--- config.mk ---
export PLATFORM = sky130hd
export DESIGN_NAME = rsu_top
export DESIGN_NICKNAME = d
export VERILOG_FILES = /design/src/rsu_pkg.sv /design/src/rsu_top.sv /design/src/rsu_sync3.sv /design/src/rsu_clk_loss.sv
export SDC_FILE = /design/constraint.sdc
export NUM_CORES = 1
export LEC_CHECK = 0
export BUFFER_PORTS_ARGS = -buffer_cell sky130_fd_sc_hd__buf_4
export CAP_MARGIN = 20
export CORE_UTILIZATION = 49
export DETAILED_ROUTE_END_ITERATION = 10
export GPL_TIMING_DRIVEN = 0
export HOLD_SLACK_MARGIN = 0.05
export PLACE_DENSITY = 0.86
export SYNTH_ARGS = -nofsm -noshare
export SYNTH_HDL_FRONTEND = slang
export SYNTH_SLANG_ARGS = --single-unit
--- constraint.sdc ---
create_clock -name mclk_in -period 1.95 [get_ports mclk_in]
set_input_delay 0.195 -clock mclk_in [delete_from_list [all_inputs] [get_ports mclk_in]]
set_output_delay 0.195 -clock mclk_in [all_outputs]
set_load 0.01 [all_outputs]
--- src/rsu_pkg.sv ---
// ==========================================
// reset source unit shared constants
package rsu_pkg;

    // ==========================================
    // clock and timing
    localparam int CLK_PERIOD_NS = 10;
    // least time a pulsed cause keeps the system in reset
    localparam int HOLD_NS = 100;
    localparam int HOLD_CYC = (HOLD_NS + CLK_PERIOD_NS - 1) / CLK_PERIOD_NS;
    localparam int HOLD_W = 4;
    // monitored clock stuck at one level longer than this is a loss
    localparam int MCD_TIMEOUT_NS = 500;
    localparam int MCD_CYC = (MCD_TIMEOUT_NS + CLK_PERIOD_NS - 1) / CLK_PERIOD_NS;
    localparam int MCD_W = 8;
    // watchdog runs on the system clock divided by this
    localparam int WDT_DIV = 12;
    localparam int WDT_W = 4;

    // ==========================================
    // register map
    localparam logic [7:0] RSU_REG_ADDR = 8'hEF;
    localparam int BIT_PIN = 0;
    localparam int BIT_POR = 1;
    localparam int BIT_CLK = 2;
    localparam int BIT_WDT = 3;
    localparam int BIT_SOFT = 4;
    localparam int BIT_CMP = 5;
    localparam int BIT_FLASH = 6;
    localparam logic [6:0] FLAGS_RST = 7'h02;
    localparam logic [6:0] CAUSE_RST = 7'h02;
    // first flash address of the reserved space
    localparam logic [15:0] FLASH_RSVD_BASE = 16'hFC00;

    // ==========================================
    // types
    typedef enum logic [1:0] {
        ST_RUN = 2'b00,
        ST_HOLD = 2'b01,
        ST_EXIT = 2'b11
    } rsu_state_t;

    typedef struct packed {
        logic wr;
        logic wr_en;
        logic code_rd;
        logic fetch;
        logic sec_deny;
        logic [15:0] addr;
    } rsu_flash_req_t;

    typedef struct packed {
        logic [7:0] addr;
        logic wr;
        logic rd;
        logic [7:0] wdata;
    } rsu_sfr_req_t;

endpackage

--- src/rsu_top.sv ---
`timescale 1ns/1ps
module rsu_top (
    input wire logic mclk_in,
    input wire logic rst_in,
    input wire logic rst_pin_n_in,
    input wire logic system_clock_mon_in,
    input wire logic cmp_above_in,
    input wire logic supply_monitor_enable_in,
    input wire logic supply_high_level_in,
    input wire logic supply_ok_in,
    input wire logic wdt_overflow_in,
    input wire logic wdt_disable_in,
    input wire rsu_pkg::rsu_flash_req_t flash_req_in,
    input wire rsu_pkg::rsu_sfr_req_t sfr_req_in,
    output logic [7:0] sfr_rdata_out,
    output logic sys_rst_out,
    output logic wdt_enable_out,
    output logic wdt_tick_out
);
    import rsu_pkg::*;

    // ==========================================
    // synchronised inputs
    logic pin_s, cmp_s, supply_s, system_clock_s, clk_loss;

    rsu_sync3 #(.RST_VAL(1'b1)) u_pin_sync (
        .mclk_in(mclk_in),
        .rst_in(rst_in),
        .async_in(rst_pin_n_in),
        .sync_out(pin_s)
    );

    rsu_sync3 #(.RST_VAL(1'b1)) u_cmp_sync (
        .mclk_in(mclk_in),
        .rst_in(rst_in),
        .async_in(cmp_above_in),
        .sync_out(cmp_s)
    );

    rsu_sync3 #(.RST_VAL(1'b1)) u_supply_sync (
        .mclk_in(mclk_in),
        .rst_in(rst_in),
        .async_in(supply_ok_in),
        .sync_out(supply_s)
    );

    rsu_sync3 #(.RST_VAL(1'b0)) u_system_clock_sync (
        .mclk_in(mclk_in),
        .rst_in(rst_in),
        .async_in(system_clock_mon_in),
        .sync_out(system_clock_s)
    );

    // ==========================================
    // state
    rsu_state_t state_q, state_d;
    logic [HOLD_W-1:0] hold_q, hold_d;
    logic [6:0] cause_q, cause_d;
    logic [6:0] flags_q, flags_d;
    logic mcd_en_q, mcd_en_d;
    logic cmp_en_q, cmp_en_d;
    logic vdm_en_q, vdm_en_d;
    logic wdt_en_q, wdt_en_d;
    logic [WDT_W-1:0] wdt_div_q, wdt_div_d;
    logic wdt_tick_q, wdt_tick_d;
    logic sys_rst_q, sys_rst_d;
    logic [7:0] rdata_q, rdata_d;

    rsu_clk_loss u_clk_loss (
        .mclk_in(mclk_in),
        .rst_in(rst_in),
        .clk_lvl_in(system_clock_s),
        .enable_in(mcd_en_q),
        .lost_out(clk_loss)
    );

    // ==========================================
    // reset sources
    logic reg_hit, reg_wr, flash_wr, flash_rd, vdm_ok, rsvd_hit;
    logic [6:0] src;
    logic level_any;

    assign reg_hit = (sfr_req_in.addr == RSU_REG_ADDR);
    // the core is held during reset, so writes count only while running
    assign reg_wr = sfr_req_in.wr && reg_hit && (state_q == ST_RUN);
    assign flash_wr = flash_req_in.wr && flash_req_in.wr_en;
    assign flash_rd = flash_req_in.code_rd;
    assign vdm_ok = supply_high_level_in && supply_monitor_enable_in && vdm_en_q;
    assign rsvd_hit = (flash_wr || flash_rd || flash_req_in.fetch)
        && (flash_req_in.addr >= FLASH_RSVD_BASE);

    // one request line per cause, each in its flag position
    always_comb begin
        src = '0;
        src[BIT_POR] = supply_monitor_enable_in && vdm_en_q && !supply_s;
        src[BIT_PIN] = !pin_s;
        src[BIT_CLK] = clk_loss;
        src[BIT_CMP] = cmp_en_q && !cmp_s;
        src[BIT_WDT] = wdt_en_q && wdt_overflow_in;
        src[BIT_FLASH] = rsvd_hit || flash_req_in.sec_deny
            || ((flash_wr || flash_rd) && !vdm_ok);
        src[BIT_SOFT] = reg_wr && sfr_req_in.wdata[BIT_SOFT];
    end

    // level causes keep the reset stretched for as long as they last
    assign level_any = src[BIT_POR] || src[BIT_PIN] || src[BIT_CLK] || src[BIT_CMP];

    // fixed priority when several causes coincide, one flag only
    function automatic logic [6:0] pick_cause(input logic [6:0] s);
        logic [6:0] c;
        c = '0;
        if (s[BIT_POR]) begin
            // power-on wins, so the other flags simply read zero then
            c[BIT_POR] = 1'b1;
        end else if (s[BIT_PIN]) begin
            c[BIT_PIN] = 1'b1;
        end else if (s[BIT_CLK]) begin
            c[BIT_CLK] = 1'b1;
        end else if (s[BIT_CMP]) begin
            c[BIT_CMP] = 1'b1;
        end else if (s[BIT_WDT]) begin
            c[BIT_WDT] = 1'b1;
        end else if (s[BIT_FLASH]) begin
            c[BIT_FLASH] = 1'b1;
        end else begin
            c[BIT_SOFT] = s[BIT_SOFT];
        end
        return c;
    endfunction

    // ==========================================
    // reset sequencer and register file next state
    always_comb begin
        state_d = state_q;
        hold_d = hold_q;
        cause_d = cause_q;
        flags_d = flags_q;
        mcd_en_d = mcd_en_q;
        cmp_en_d = cmp_en_q;
        vdm_en_d = vdm_en_q;
        wdt_en_d = wdt_en_q;
        unique case (state_q)
            ST_RUN: begin
                if (|src) begin
                    state_d = ST_HOLD;
                    hold_d = HOLD_W'(HOLD_CYC - 1);
                    cause_d = pick_cause(src);
                end else if (reg_wr) begin
                    // read side shows flags, so enables are write-only
                    mcd_en_d = sfr_req_in.wdata[BIT_CLK];
                    cmp_en_d = sfr_req_in.wdata[BIT_CMP];
                    vdm_en_d = sfr_req_in.wdata[BIT_POR];
                end
                if (wdt_disable_in) begin
                    wdt_en_d = 1'b0;
                end
            end
            ST_HOLD: begin
                if (level_any) begin
                    hold_d = HOLD_W'(HOLD_CYC - 1);
                end else if (hold_q == '0) begin
                    state_d = ST_EXIT;
                end else begin
                    hold_d = hold_q - HOLD_W'(1);
                end
            end
            ST_EXIT: begin
                if (|src) begin
                    // a cause arriving on the way out starts a fresh reset
                    state_d = ST_HOLD;
                    hold_d = HOLD_W'(HOLD_CYC - 1);
                    cause_d = pick_cause(src);
                end else begin
                    state_d = ST_RUN;
                    flags_d = cause_q;
                    mcd_en_d = 1'b0;
                    cmp_en_d = 1'b0;
                    wdt_en_d = 1'b1;
                end
            end
            default: begin
                state_d = ST_HOLD;
                hold_d = HOLD_W'(HOLD_CYC - 1);
            end
        endcase
        // only the system reset line leaves here; the pin is input only
        sys_rst_d = (state_d != ST_RUN);
    end

    // ==========================================
    // watchdog prescaler and register read
    always_comb begin
        wdt_div_d = '0;
        wdt_tick_d = 1'b0;
        if (!sys_rst_q) begin
            if (wdt_div_q == WDT_W'(WDT_DIV - 1)) begin
                wdt_tick_d = 1'b1;
            end else begin
                wdt_div_d = wdt_div_q + WDT_W'(1);
            end
        end
        rdata_d = '0;
        if (sfr_req_in.rd && reg_hit) begin
            rdata_d = {1'b0, flags_q};
        end
    end

    // registers only
    always_ff @(posedge mclk_in or posedge rst_in) begin
        if (rst_in) begin
            state_q <= ST_HOLD;
            hold_q <= HOLD_W'(HOLD_CYC - 1);
            cause_q <= CAUSE_RST;
            flags_q <= FLAGS_RST;
            mcd_en_q <= 1'b0;
            cmp_en_q <= 1'b0;
            vdm_en_q <= 1'b0;
            wdt_en_q <= 1'b1;
            wdt_div_q <= '0;
            wdt_tick_q <= 1'b0;
            sys_rst_q <= 1'b1;
            rdata_q <= '0;
        end else begin
            state_q <= state_d;
            hold_q <= hold_d;
            cause_q <= cause_d;
            flags_q <= flags_d;
            mcd_en_q <= mcd_en_d;
            cmp_en_q <= cmp_en_d;
            vdm_en_q <= vdm_en_d;
            wdt_en_q <= wdt_en_d;
            wdt_div_q <= wdt_div_d;
            wdt_tick_q <= wdt_tick_d;
            sys_rst_q <= sys_rst_d;
            rdata_q <= rdata_d;
        end
    end

    assign sfr_rdata_out = rdata_q;
    assign sys_rst_out = sys_rst_q;
    assign wdt_enable_out = wdt_en_q;
    assign wdt_tick_out = wdt_tick_q;

    // ==========================================
    // checks
    chk_pin_holds_reset: assert property (@(posedge mclk_in) disable iff (rst_in)
        !pin_s |=> sys_rst_q) else $error("pin low did not hold reset");

    chk_clk_loss_reset: assert property (@(posedge mclk_in) disable iff (rst_in)
        clk_loss |=> sys_rst_q) else $error("clock loss did not reset");

    chk_exit_flags: assert property (@(posedge mclk_in) disable iff (rst_in)
        (state_q == ST_EXIT && src == '0) |=> (flags_q == $past(cause_q)) && !sys_rst_q)
        else $error("flags not loaded from cause at exit");

    chk_clk_en_write: assert property (@(posedge mclk_in) disable iff (rst_in)
        (reg_wr && src == '0) |=> mcd_en_q == $past(sfr_req_in.wdata[BIT_CLK]))
        else $error("clock loss enable not written");

    chk_cmp_en_write: assert property (@(posedge mclk_in) disable iff (rst_in)
        (reg_wr && src == '0) |=> cmp_en_q == $past(sfr_req_in.wdata[BIT_CMP]))
        else $error("comparator enable not written");

    chk_cmp_holds: assert property (@(posedge mclk_in) disable iff (rst_in)
        (cmp_en_q && !cmp_s) |=> sys_rst_q) else $error("comparator did not hold reset");

    chk_wdt_after_rst: assert property (@(posedge mclk_in) disable iff (rst_in)
        $fell(sys_rst_q) |-> wdt_en_q ##12 (wdt_tick_q || sys_rst_q))
        else $error("watchdog not enabled or divider wrong");

    chk_wdt_reset: assert property (@(posedge mclk_in) disable iff (rst_in)
        (wdt_en_q && wdt_overflow_in) |=> sys_rst_q) else $error("watchdog overflow ignored");

    chk_flash_fault: assert property (@(posedge mclk_in) disable iff (rst_in)
        src[BIT_FLASH] |=> sys_rst_q) else $error("flash fault did not reset");

    chk_soft_reset: assert property (@(posedge mclk_in) disable iff (rst_in)
        (reg_wr && sfr_req_in.wdata[BIT_SOFT]) |=> sys_rst_q ##[1:40] (!sys_rst_q || level_any))
        else $error("soft reset missing or stuck");

    chk_monitor_reset: assert property (@(posedge mclk_in) disable iff (rst_in)
        (!supply_s && !(supply_monitor_enable_in && vdm_en_q)
        && {src[BIT_FLASH:BIT_CLK], src[BIT_PIN]} == '0 && !sys_rst_q)
        |=> !sys_rst_q) else $error("unselected monitor caused reset");

    chk_flag_onehot: assert property (@(posedge mclk_in) disable iff (rst_in)
        !sys_rst_q |-> $onehot(flags_q)) else $error("flags not one-hot");

    chk_hold_min: assert property (@(posedge mclk_in) disable iff (rst_in)
        $rose(sys_rst_q) |-> sys_rst_q [*8]) else $error("reset pulse too short");
endmodule // rsu_top

--- src/rsu_sync3.sv ---
`timescale 1ns/1ps
// ==========================================
// three-stage synchroniser, output moves when stages two and three agree
module rsu_sync3 #(
    parameter logic RST_VAL = 1'b1
) (
    input wire logic mclk_in,
    input wire logic rst_in,
    input wire logic async_in,
    output logic sync_out
);
    logic s1_q, s2_q, s3_q, out_q;
    logic out_d;

    // agreement filter, stage one is never looked at here
    always_comb begin
        out_d = (s2_q == s3_q) ? s3_q : out_q;
    end

    always_ff @(posedge mclk_in or posedge rst_in) begin
        if (rst_in) begin
            s1_q <= RST_VAL;
            s2_q <= RST_VAL;
            s3_q <= RST_VAL;
            out_q <= RST_VAL;
        end else begin
            s1_q <= async_in;
            s2_q <= s1_q;
            s3_q <= s2_q;
            out_q <= out_d;
        end
    end

    assign sync_out = out_q;
endmodule // rsu_sync3

--- src/rsu_clk_loss.sv ---
`timescale 1ns/1ps
// ==========================================
// one-shot watching the synchronised system clock level
module rsu_clk_loss (
    input wire logic mclk_in,
    input wire logic rst_in,
    input wire logic clk_lvl_in,
    input wire logic enable_in,
    output logic lost_out
);
    import rsu_pkg::*;

    logic [MCD_W-1:0] cnt_q, cnt_d;
    logic prev_q, lost_q, lost_d;

    // every level change retriggers; count saturates at the timeout
    always_comb begin
        cnt_d = cnt_q;
        if (!enable_in || (clk_lvl_in != prev_q)) begin
            cnt_d = '0;
        end else if (cnt_q != MCD_W'(MCD_CYC)) begin
            cnt_d = cnt_q + MCD_W'(1);
        end
        lost_d = enable_in && (cnt_d == MCD_W'(MCD_CYC));
    end

    always_ff @(posedge mclk_in or posedge rst_in) begin
        if (rst_in) begin
            cnt_q <= '0;
            prev_q <= 1'b0;
            lost_q <= 1'b0;
        end else begin
            cnt_q <= cnt_d;
            prev_q <= clk_lvl_in;
            lost_q <= lost_d;
        end
    end

    assign lost_out = lost_q;
endmodule // rsu_clk_loss

# After elaboration in Yosys (flattened, before gate mapping)
# Index checks and enable logic that the tools add are counted.
[classes] reduce_logical=39 eq_ne=17 n_bitwise=1 n_addsub=3 n_mux=41 n_lt_le_gt_ge=1
[op_table] operator="4-bit 2-to-1 mux" n=6
[op_table] operator="1-bit 2-to-1 mux" n=21
[op_table] operator="16-bit >= comparator, second input constant" n=1
[op_table] operator="8-bit 2-to-1 mux" n=2
[op_table] operator="1-bit logical AND" n=14
[op_table] operator="5-bit 2-to-1 mux" n=2
[op_table] operator="8-bit by 1-bit adder with 8-bit output, second input constant" n=1
[op_table] operator="8-bit by 6-bit equality test with 1-bit output, second input constant" n=1
[op_table] operator="8-bit equality test, second input constant" n=1
[op_table] operator="1-bit logical OR" n=8
[op_table] operator="2-bit 2-to-1 mux" n=4
[op_table] operator="2-bit inequality test, second input constant" n=4
[op_table] operator="8-bit by 6-bit inequality test with 1-bit output, second input constant" n=1
[op_table] operator="4-bit case mux with 2 select lines" n=1
[op_table] operator="7-bit 2-to-1 mux" n=1
[op_table] operator="7-bit OR reduction" n=1
[op_table] operator="1-bit case mux with 2 select lines" n=3
[op_table] operator="2-bit case mux with 3 select lines" n=1
[op_table] operator="2-bit AND reduction" n=3
[op_table] operator="3-bit AND reduction" n=2
[op_table] operator="1-bit zero test" n=5
[op_table] operator="4-bit by 1-bit adder with 4-bit output, second input constant" n=1
[op_table] operator="1-bit equality test" n=4
[op_table] operator="4-bit equality test, second input constant" n=1
[op_table] operator="12 further kinds" n=13
[totals] elab_cells=133 input_bits=49 ff_bits=64 out_inout_bits=11

# Depth between registers and ports, before layout
[logic_depth] ltp_word=12 depth_mapped=7 depth_no_buf=7

# Hierarchy
# Synthesis repeated with hierarchy kept, for this count alone.
[hier_totals] hier_cells=240 area_unflattened_um2=2865.2
[by_module_without_submodules] mod="rsu_top" seq_area_each_um2=934.6 instances=1 cells_per_inst=163 area_per_inst_um2=1838.0
[by_module_without_submodules] mod="rsu_clk_loss" seq_area_each_um2=250.2 instances=1 cells_per_inst=53 area_per_inst_um2=551.8
[by_module_without_submodules] mod="rsu_sync3 at u_cmp_sync ..." seq_area_each_um2=105.1 instances=3 cells_per_inst=6 area_per_inst_um2=120.1
[by_module_without_submodules] mod="rsu_sync3 at u_system_clock_sync" seq_area_each_um2=100.1 instances=1 cells_per_inst=6 area_per_inst_um2=115.1

# Worst setup path after synthesis
# Ideal clock, no wire load.
[synth_timing] path_type="reg-to-reg" startpoint="reg state_q[1]" endpoint="reg cause_q[0]" stages_incl_launch_ff=8 setup_time_ps=128 path_buffers=0 setup_slack_ps=52 period_less_slack_ps=1898 arrival_time_ps=1771 t_required_ps=1822 path_cell_list="dfrtp_1 inv_1 ha_1 nand2_1 nor3_4 nand2_2 a21oi_4 mux2_1"
[synth_between] elab_chain_cells=5 elab_cells_between_ends=7 cone_classes="eq/ne: 1; reduce/logical: 6"
[synth_lines] item="from (decl)" line_no="rsu_top.sv:56" source="rsu_state_t state_q, state_d;"
[synth_lines] item="from (signal assigned)" line_no="rsu_top.sv:224" source="state_q <= state_d;"
[synth_lines] item="2-bit zero test" line_no="rsu_top.sv:85, rsu_top.sv:142"
[synth_lines] item="1-bit logical AND" line_no="rsu_top.sv:85" source="assign reg_wr = sfr_req_in.wr && reg_hit && (state_q == ST_RUN);"
[synth_lines] item="1-bit logical AND" line_no="rsu_top.sv:102" source="src[BIT_SOFT] = reg_wr && sfr_req_in.wdata[BIT_SOFT];"
[synth_lines] item="7-bit OR reduction" line_no="rsu_top.sv:144, rsu_top.sv:168"
[synth_lines] item="2-bit AND reduction (no source line) (*)"
[synth_lines] item="to (signal assigned)" line_no="rsu_top.sv:226" source="cause_q <= cause_d;"
[synth_lines] item="to (decl)" line_no="rsu_top.sv:58" source="logic [6:0] cause_q, cause_d;"
# Mark *: on every way between the ends. The rest lies on a longest branch, timed or not.
# A chain may end at the register's enable or synchronous reset.

# Worst setup path after layout
[layout_timing] startpoint="reg state_q[0]" endpoint="reg sys_rst_q, in the netlist sys_rst_out"
[layout_between] elab_chain_cells=7 elab_cells_between_ends=12 cone_classes="eq/ne: 2; mux: 5; reduce/logical: 5"
[layout_lines] item="2-bit zero test" line_no="rsu_top.sv:85, rsu_top.sv:142"
[layout_lines] item="1-bit logical AND" line_no="rsu_top.sv:85"
[layout_lines] item="1-bit logical AND" line_no="rsu_top.sv:102"
[layout_lines] item="7-bit OR reduction" line_no="rsu_top.sv:144, rsu_top.sv:168"
[layout_lines] item="1-bit 2-to-1 mux or 2-bit 2-to-1 mux (tied branches)" line_no="rsu_top.sv:168, rsu_top.sv:144"
[layout_lines] item="2-bit case mux with 3 select lines (*)" line_no="rsu_top.sv:142" source="unique case (state_q)"
[layout_lines] item="2-bit nonzero test (*)" line_no="rsu_top.sv:187" source="sys_rst_d = (state_d != ST_RUN);"
[layout_lines] item="net sys_rst_d" line_no="rsu_top.sv:66" source="logic sys_rst_q, sys_rst_d;"
[layout_lines] item="to (signal assigned)" line_no="rsu_top.sv:234" source="sys_rst_q <= sys_rst_d;"
[layout_lines] item="to (decl)" line_no="rsu_top.sv:66"
# The timed path passes the listed nets; every way through them passes the cells marked *.

==> impl_metrics.env <==
export IMPL_status="finished, final reports clean"
export IMPL_antenna_found_initial=0
export IMPL_io_pins=60
export IMPL_cts_sinks=63
export IMPL_whs_ns=0.08648
export IMPL_setup_slack_ns=0.03518
export IMPL_num_fill_cells=412
export IMPL_cts_made_buffers=9
export IMPL_async_flop_share_pct=100.0
export IMPL_p_sw_share_pct=28.15
export IMPL_wl_mm=5.321
export IMPL_postRouteAntennaNets=0
export IMPL_portBuffers=44
export IMPL_final_layout_size_suffix_gt1_share_pct=41.33
export IMPL_grt_use_total_pct=19.21
export IMPL_die_area_sq_um=6170
export IMPL_ys_ff_latch=63
export IMPL_power_switching_w=0.0009678
export IMPL_p_leak_nw=1.700
export IMPL_cp_end_kind="flop"
export IMPL_clk_latency_ns=0.33
export IMPL_fp_dieW_microns=78.55
export IMPL_pre_cts_ws_ns=-0.2459
export IMPL_rsz0062_at_grt="yes"
export IMPL_finalSetupViolCount=0
export IMPL_cts_tree="built"
export IMPL_clk_pin_slew_ns=0.06
export IMPL_hold_class="input port to flop"
export IMPL_yosysWarnings=0
export IMPL_power_frac_seq_pct=46.5
export IMPL_start_util_pct=51.52
export IMPL_stdcell_area_sq_um=3650
export IMPL_fin_nets=352
export IMPL_min_period_over_period_pct=98.20
export IMPL_coreArea_sq_um=5574
export IMPL_dr_pass1_iters=4
export IMPL_antenna_cells=0
export IMPL_drtIter0Drc=90
export IMPL_area_growth_pct=27.10
export IMPL_clock_power_share_pct=31.7
export IMPL_synth_edf_count=0
export IMPL_drcViolationCount=0
export IMPL_cp_required_ns=2.20
export IMPL_synth_nets=284
export IMPL_hpwl_mm=3.712
export IMPL_startpoint_type="flop"
export IMPL_critPathKind="flop to flop"
export IMPL_grt_pass1_wl_mm=8.873
export IMPL_grt_max_degree=40
export IMPL_wl_per_cell_microns=14.30
export IMPL_fin_crit_ns=1.915
export IMPL_relSlewSlack_pct=63.87
export IMPL_finalHoldViolations=0
export IMPL_fmax_mhz=522.2
export IMPL_yosysUniqueCellTypes=60
export IMPL_skew_ns=0.005502
export IMPL_cp_max_fo=7
export IMPL_max_vdd_ir_drop_v=0.0006753
export IMPL_die_height_microns=78.55
export IMPL_grt_pass1_vias=2004
export IMPL_syn_cell_area_sq_um=2872
export IMPL_synth_yosys_seq_area_share_pct=55.73
export IMPL_seq_area_sq_um=1602
export IMPL_syn_avg_cell_area_sq_um=12.65
export IMPL_htree_levels=3
export IMPL_gp_congestion=0.8007
export IMPL_via_per_inst=5.218
export IMPL_multi_input_area_sq_um=1236
export IMPL_rows=27
export IMPL_p_comb_share_pct=21.8
export IMPL_cap_violations=0
export IMPL_cts_root_buf="clkbuf_8"
export IMPL_overflow=0
export IMPL_clockBufferDepth=2
export IMPL_vias=1941
export IMPL_place_area_sq_um=3312
export IMPL_final_util_pct=65.48
export IMPL_power_density_nw_per_um2=942.1
export IMPL_synth_top_flop_cell="dfrtp_1"
export IMPL_p_int_w=0.002471
export IMPL_worstMarginPinSlew_ns=0.5378
export IMPL_postSynthCellCount=227
export IMPL_report_final_slew_viol_count=0
export IMPL_arrival_ns=2.17
-- cell type report --
| type | instances | area share [%] |
|---|---|---|
| inverters | 12 | 1.234 |
| clock buffers | 12 | 3.977 |
| plain buffers | 2 | 0.5142 |
| flip-flops and latches | 63 | 43.88 |
| well taps | 72 | 2.468 |
| repair buffers | 57 | 12.75 |
| multi-input cells | 150 | 33.87 |
| clock inverters | 4 | 1.303 |
-- cell usage in the layout (no fill, tap or decap), types with 3 or more instances in the layout --
| master | count |
|---|---|
| a21oi_1 | 9 |
| a21oi_2 | 3 |
| and2_1 | 8 |
| buf_4 | 51 |
| clkbuf_8 | 10 |
| dfrtp_1 | 43 |
| dfstp_2 | 19 |
| dlygate4sd3_1 | 5 |
| ha_1 | 7 |
| inv_1 | 9 |
| inv_2 | 3 |
| maj3_1 | 4 |
| mux2_1 | 6 |
| mux2_4 | 7 |
| nand2_1 | 9 |
| nand2b_1 | 4 |
| nand3_1 | 5 |
| nand4_1 | 3 |
| nor2_1 | 17 |
| nor2b_1 | 4 |
| nor3_1 | 6 |
| o2bb2ai_1 | 3 |
| xnor2_1 | 5 |
| xor2_1 | 4 |
-- metrics by stage --
step	cells	TNS [ns]	power [W]
2_1_floorplan	227	0	0.002054
3_3_place_gp	343	-20.55	0.002228
3_5_place_dp	344	-2.358	0.002275
4_1_cts	371	0	0.003448
5_1_grt	372	-0.03006	0.003613
6_report	372	0	0.003438
-- sequential cells by signal, summed over array words and instances, names as in the netlist, 2 cells and up --
name and cells:
u_clk_loss.cnt_q 8, cause_q 7, flags_q 7, sfr_rdata_out 7
hold_q 4, wdt_div_q 4, state_q 2
-- power by group through the flow --
stage               clock network, W  logic [W]  registers, W
floorplan                          0   0.000455       0.00160
global placement                   0   0.000612       0.00162
detailed placement                 0   0.000647       0.00163
CTS                          0.00112   0.000726       0.00160
global route                 0.00117   0.000821       0.00162
finish                       0.00109   0.000750       0.00160
-- kinds of logic (layout without fill, tap and decap cells) --
kind of cell    count (synthesis)  count (layout)  share of synthesized area, %
compound gates                 35              35                         9.543
simple gates                   79              79                         18.34
mux                            14              14                         6.405
other cells                     1               1                        0.1306
xor+xnor                        9               9                         2.745
flops                          63              63                         55.73
buf+inv                        14              87                         2.222
fa+ha+maj                      12              12                         4.880
-- critical path, stage by stage, from the launching register on --
cell and delay, ns:
dfstp_2 0.58, inv_2 0.07, ha_4 0.17, nand2_1 0.10
nor3_4 0.06, buf_4 0.14, buf_4 0.15, and2_1 0.20
nor4_2 0.27, o21ai_1 0.11
-- cell usage after synthesis, drive strengths merged (2+ instances only) --
cell type | count | area share (%)
nand4b | 2 | 1.1
a21oi | 13 | 3.1
mux2 | 14 | 6.4
inv | 12 | 1.6
ha | 8 | 3.5
maj3 | 4 | 1.4
or3 | 2 | 0.61
xnor2 | 5 | 1.5
o31ai | 2 | 0.52
and3 | 3 | 0.70
nand3 | 7 | 1.8
nor2b | 4 | 0.87
dfstp | 19 | 17
nor2 | 18 | 2.4
a41oi | 2 | 0.61
o2bb2ai | 3 | 0.92
nand4 | 5 | 1.8
buf | 2 | 0.65
o22ai | 3 | 0.87
xor2 | 4 | 1.2
nor3 | 7 | 1.6
dfrtp | 44 | 38
nand2 | 10 | 1.4
and2 | 8 | 1.7
a211o | 2 | 0.70
o21ai | 3 | 0.52
a31oi | 2 | 0.44
nand2b | 5 | 1.2
-- final timing paths --
path,start,to,slack [ns],depth (start not counted)
worst max-delay path,state_q[0],sys_rst_out,0.04,9
worst min-delay path,sfr_req_in[1],vdm_en_q,0.09,2
worst max register to register,state_q[0],sys_rst_out,0.04,9
worst min register to register,u_cmp_sync.s1_q,u_cmp_sync.s2_q,0.36,0
max in group asynchronous,rst_in,wdt_enable_out,0.84,4
min in group asynchronous,rst_in,u_system_clock_sync.s2_q,0.46,3
-- metal layers --
layer | vias to the layer above | GRT usage [%] | routed length (microns)
met5 | - | 0 | 0
met4 | 0 | 9.815 | 136
met3 | 12 | 5.465 | 234
met2 | 40 | 33.22 | 2806
met1 | 947 | 21.42 | 2144
li1 | 942 | - | -
-- repair_timing --
action / in CTS / in global routing
setup buffers: 6 / 1
hold buffers: 5 / 0
endpoints found under the setup margin: 19 / 7
endpoints found under the hold margin: 22 / 0
gates resized for setup: 6 / 3
pin swaps: 3 / 1
Power figures use the tool's default switching activity.
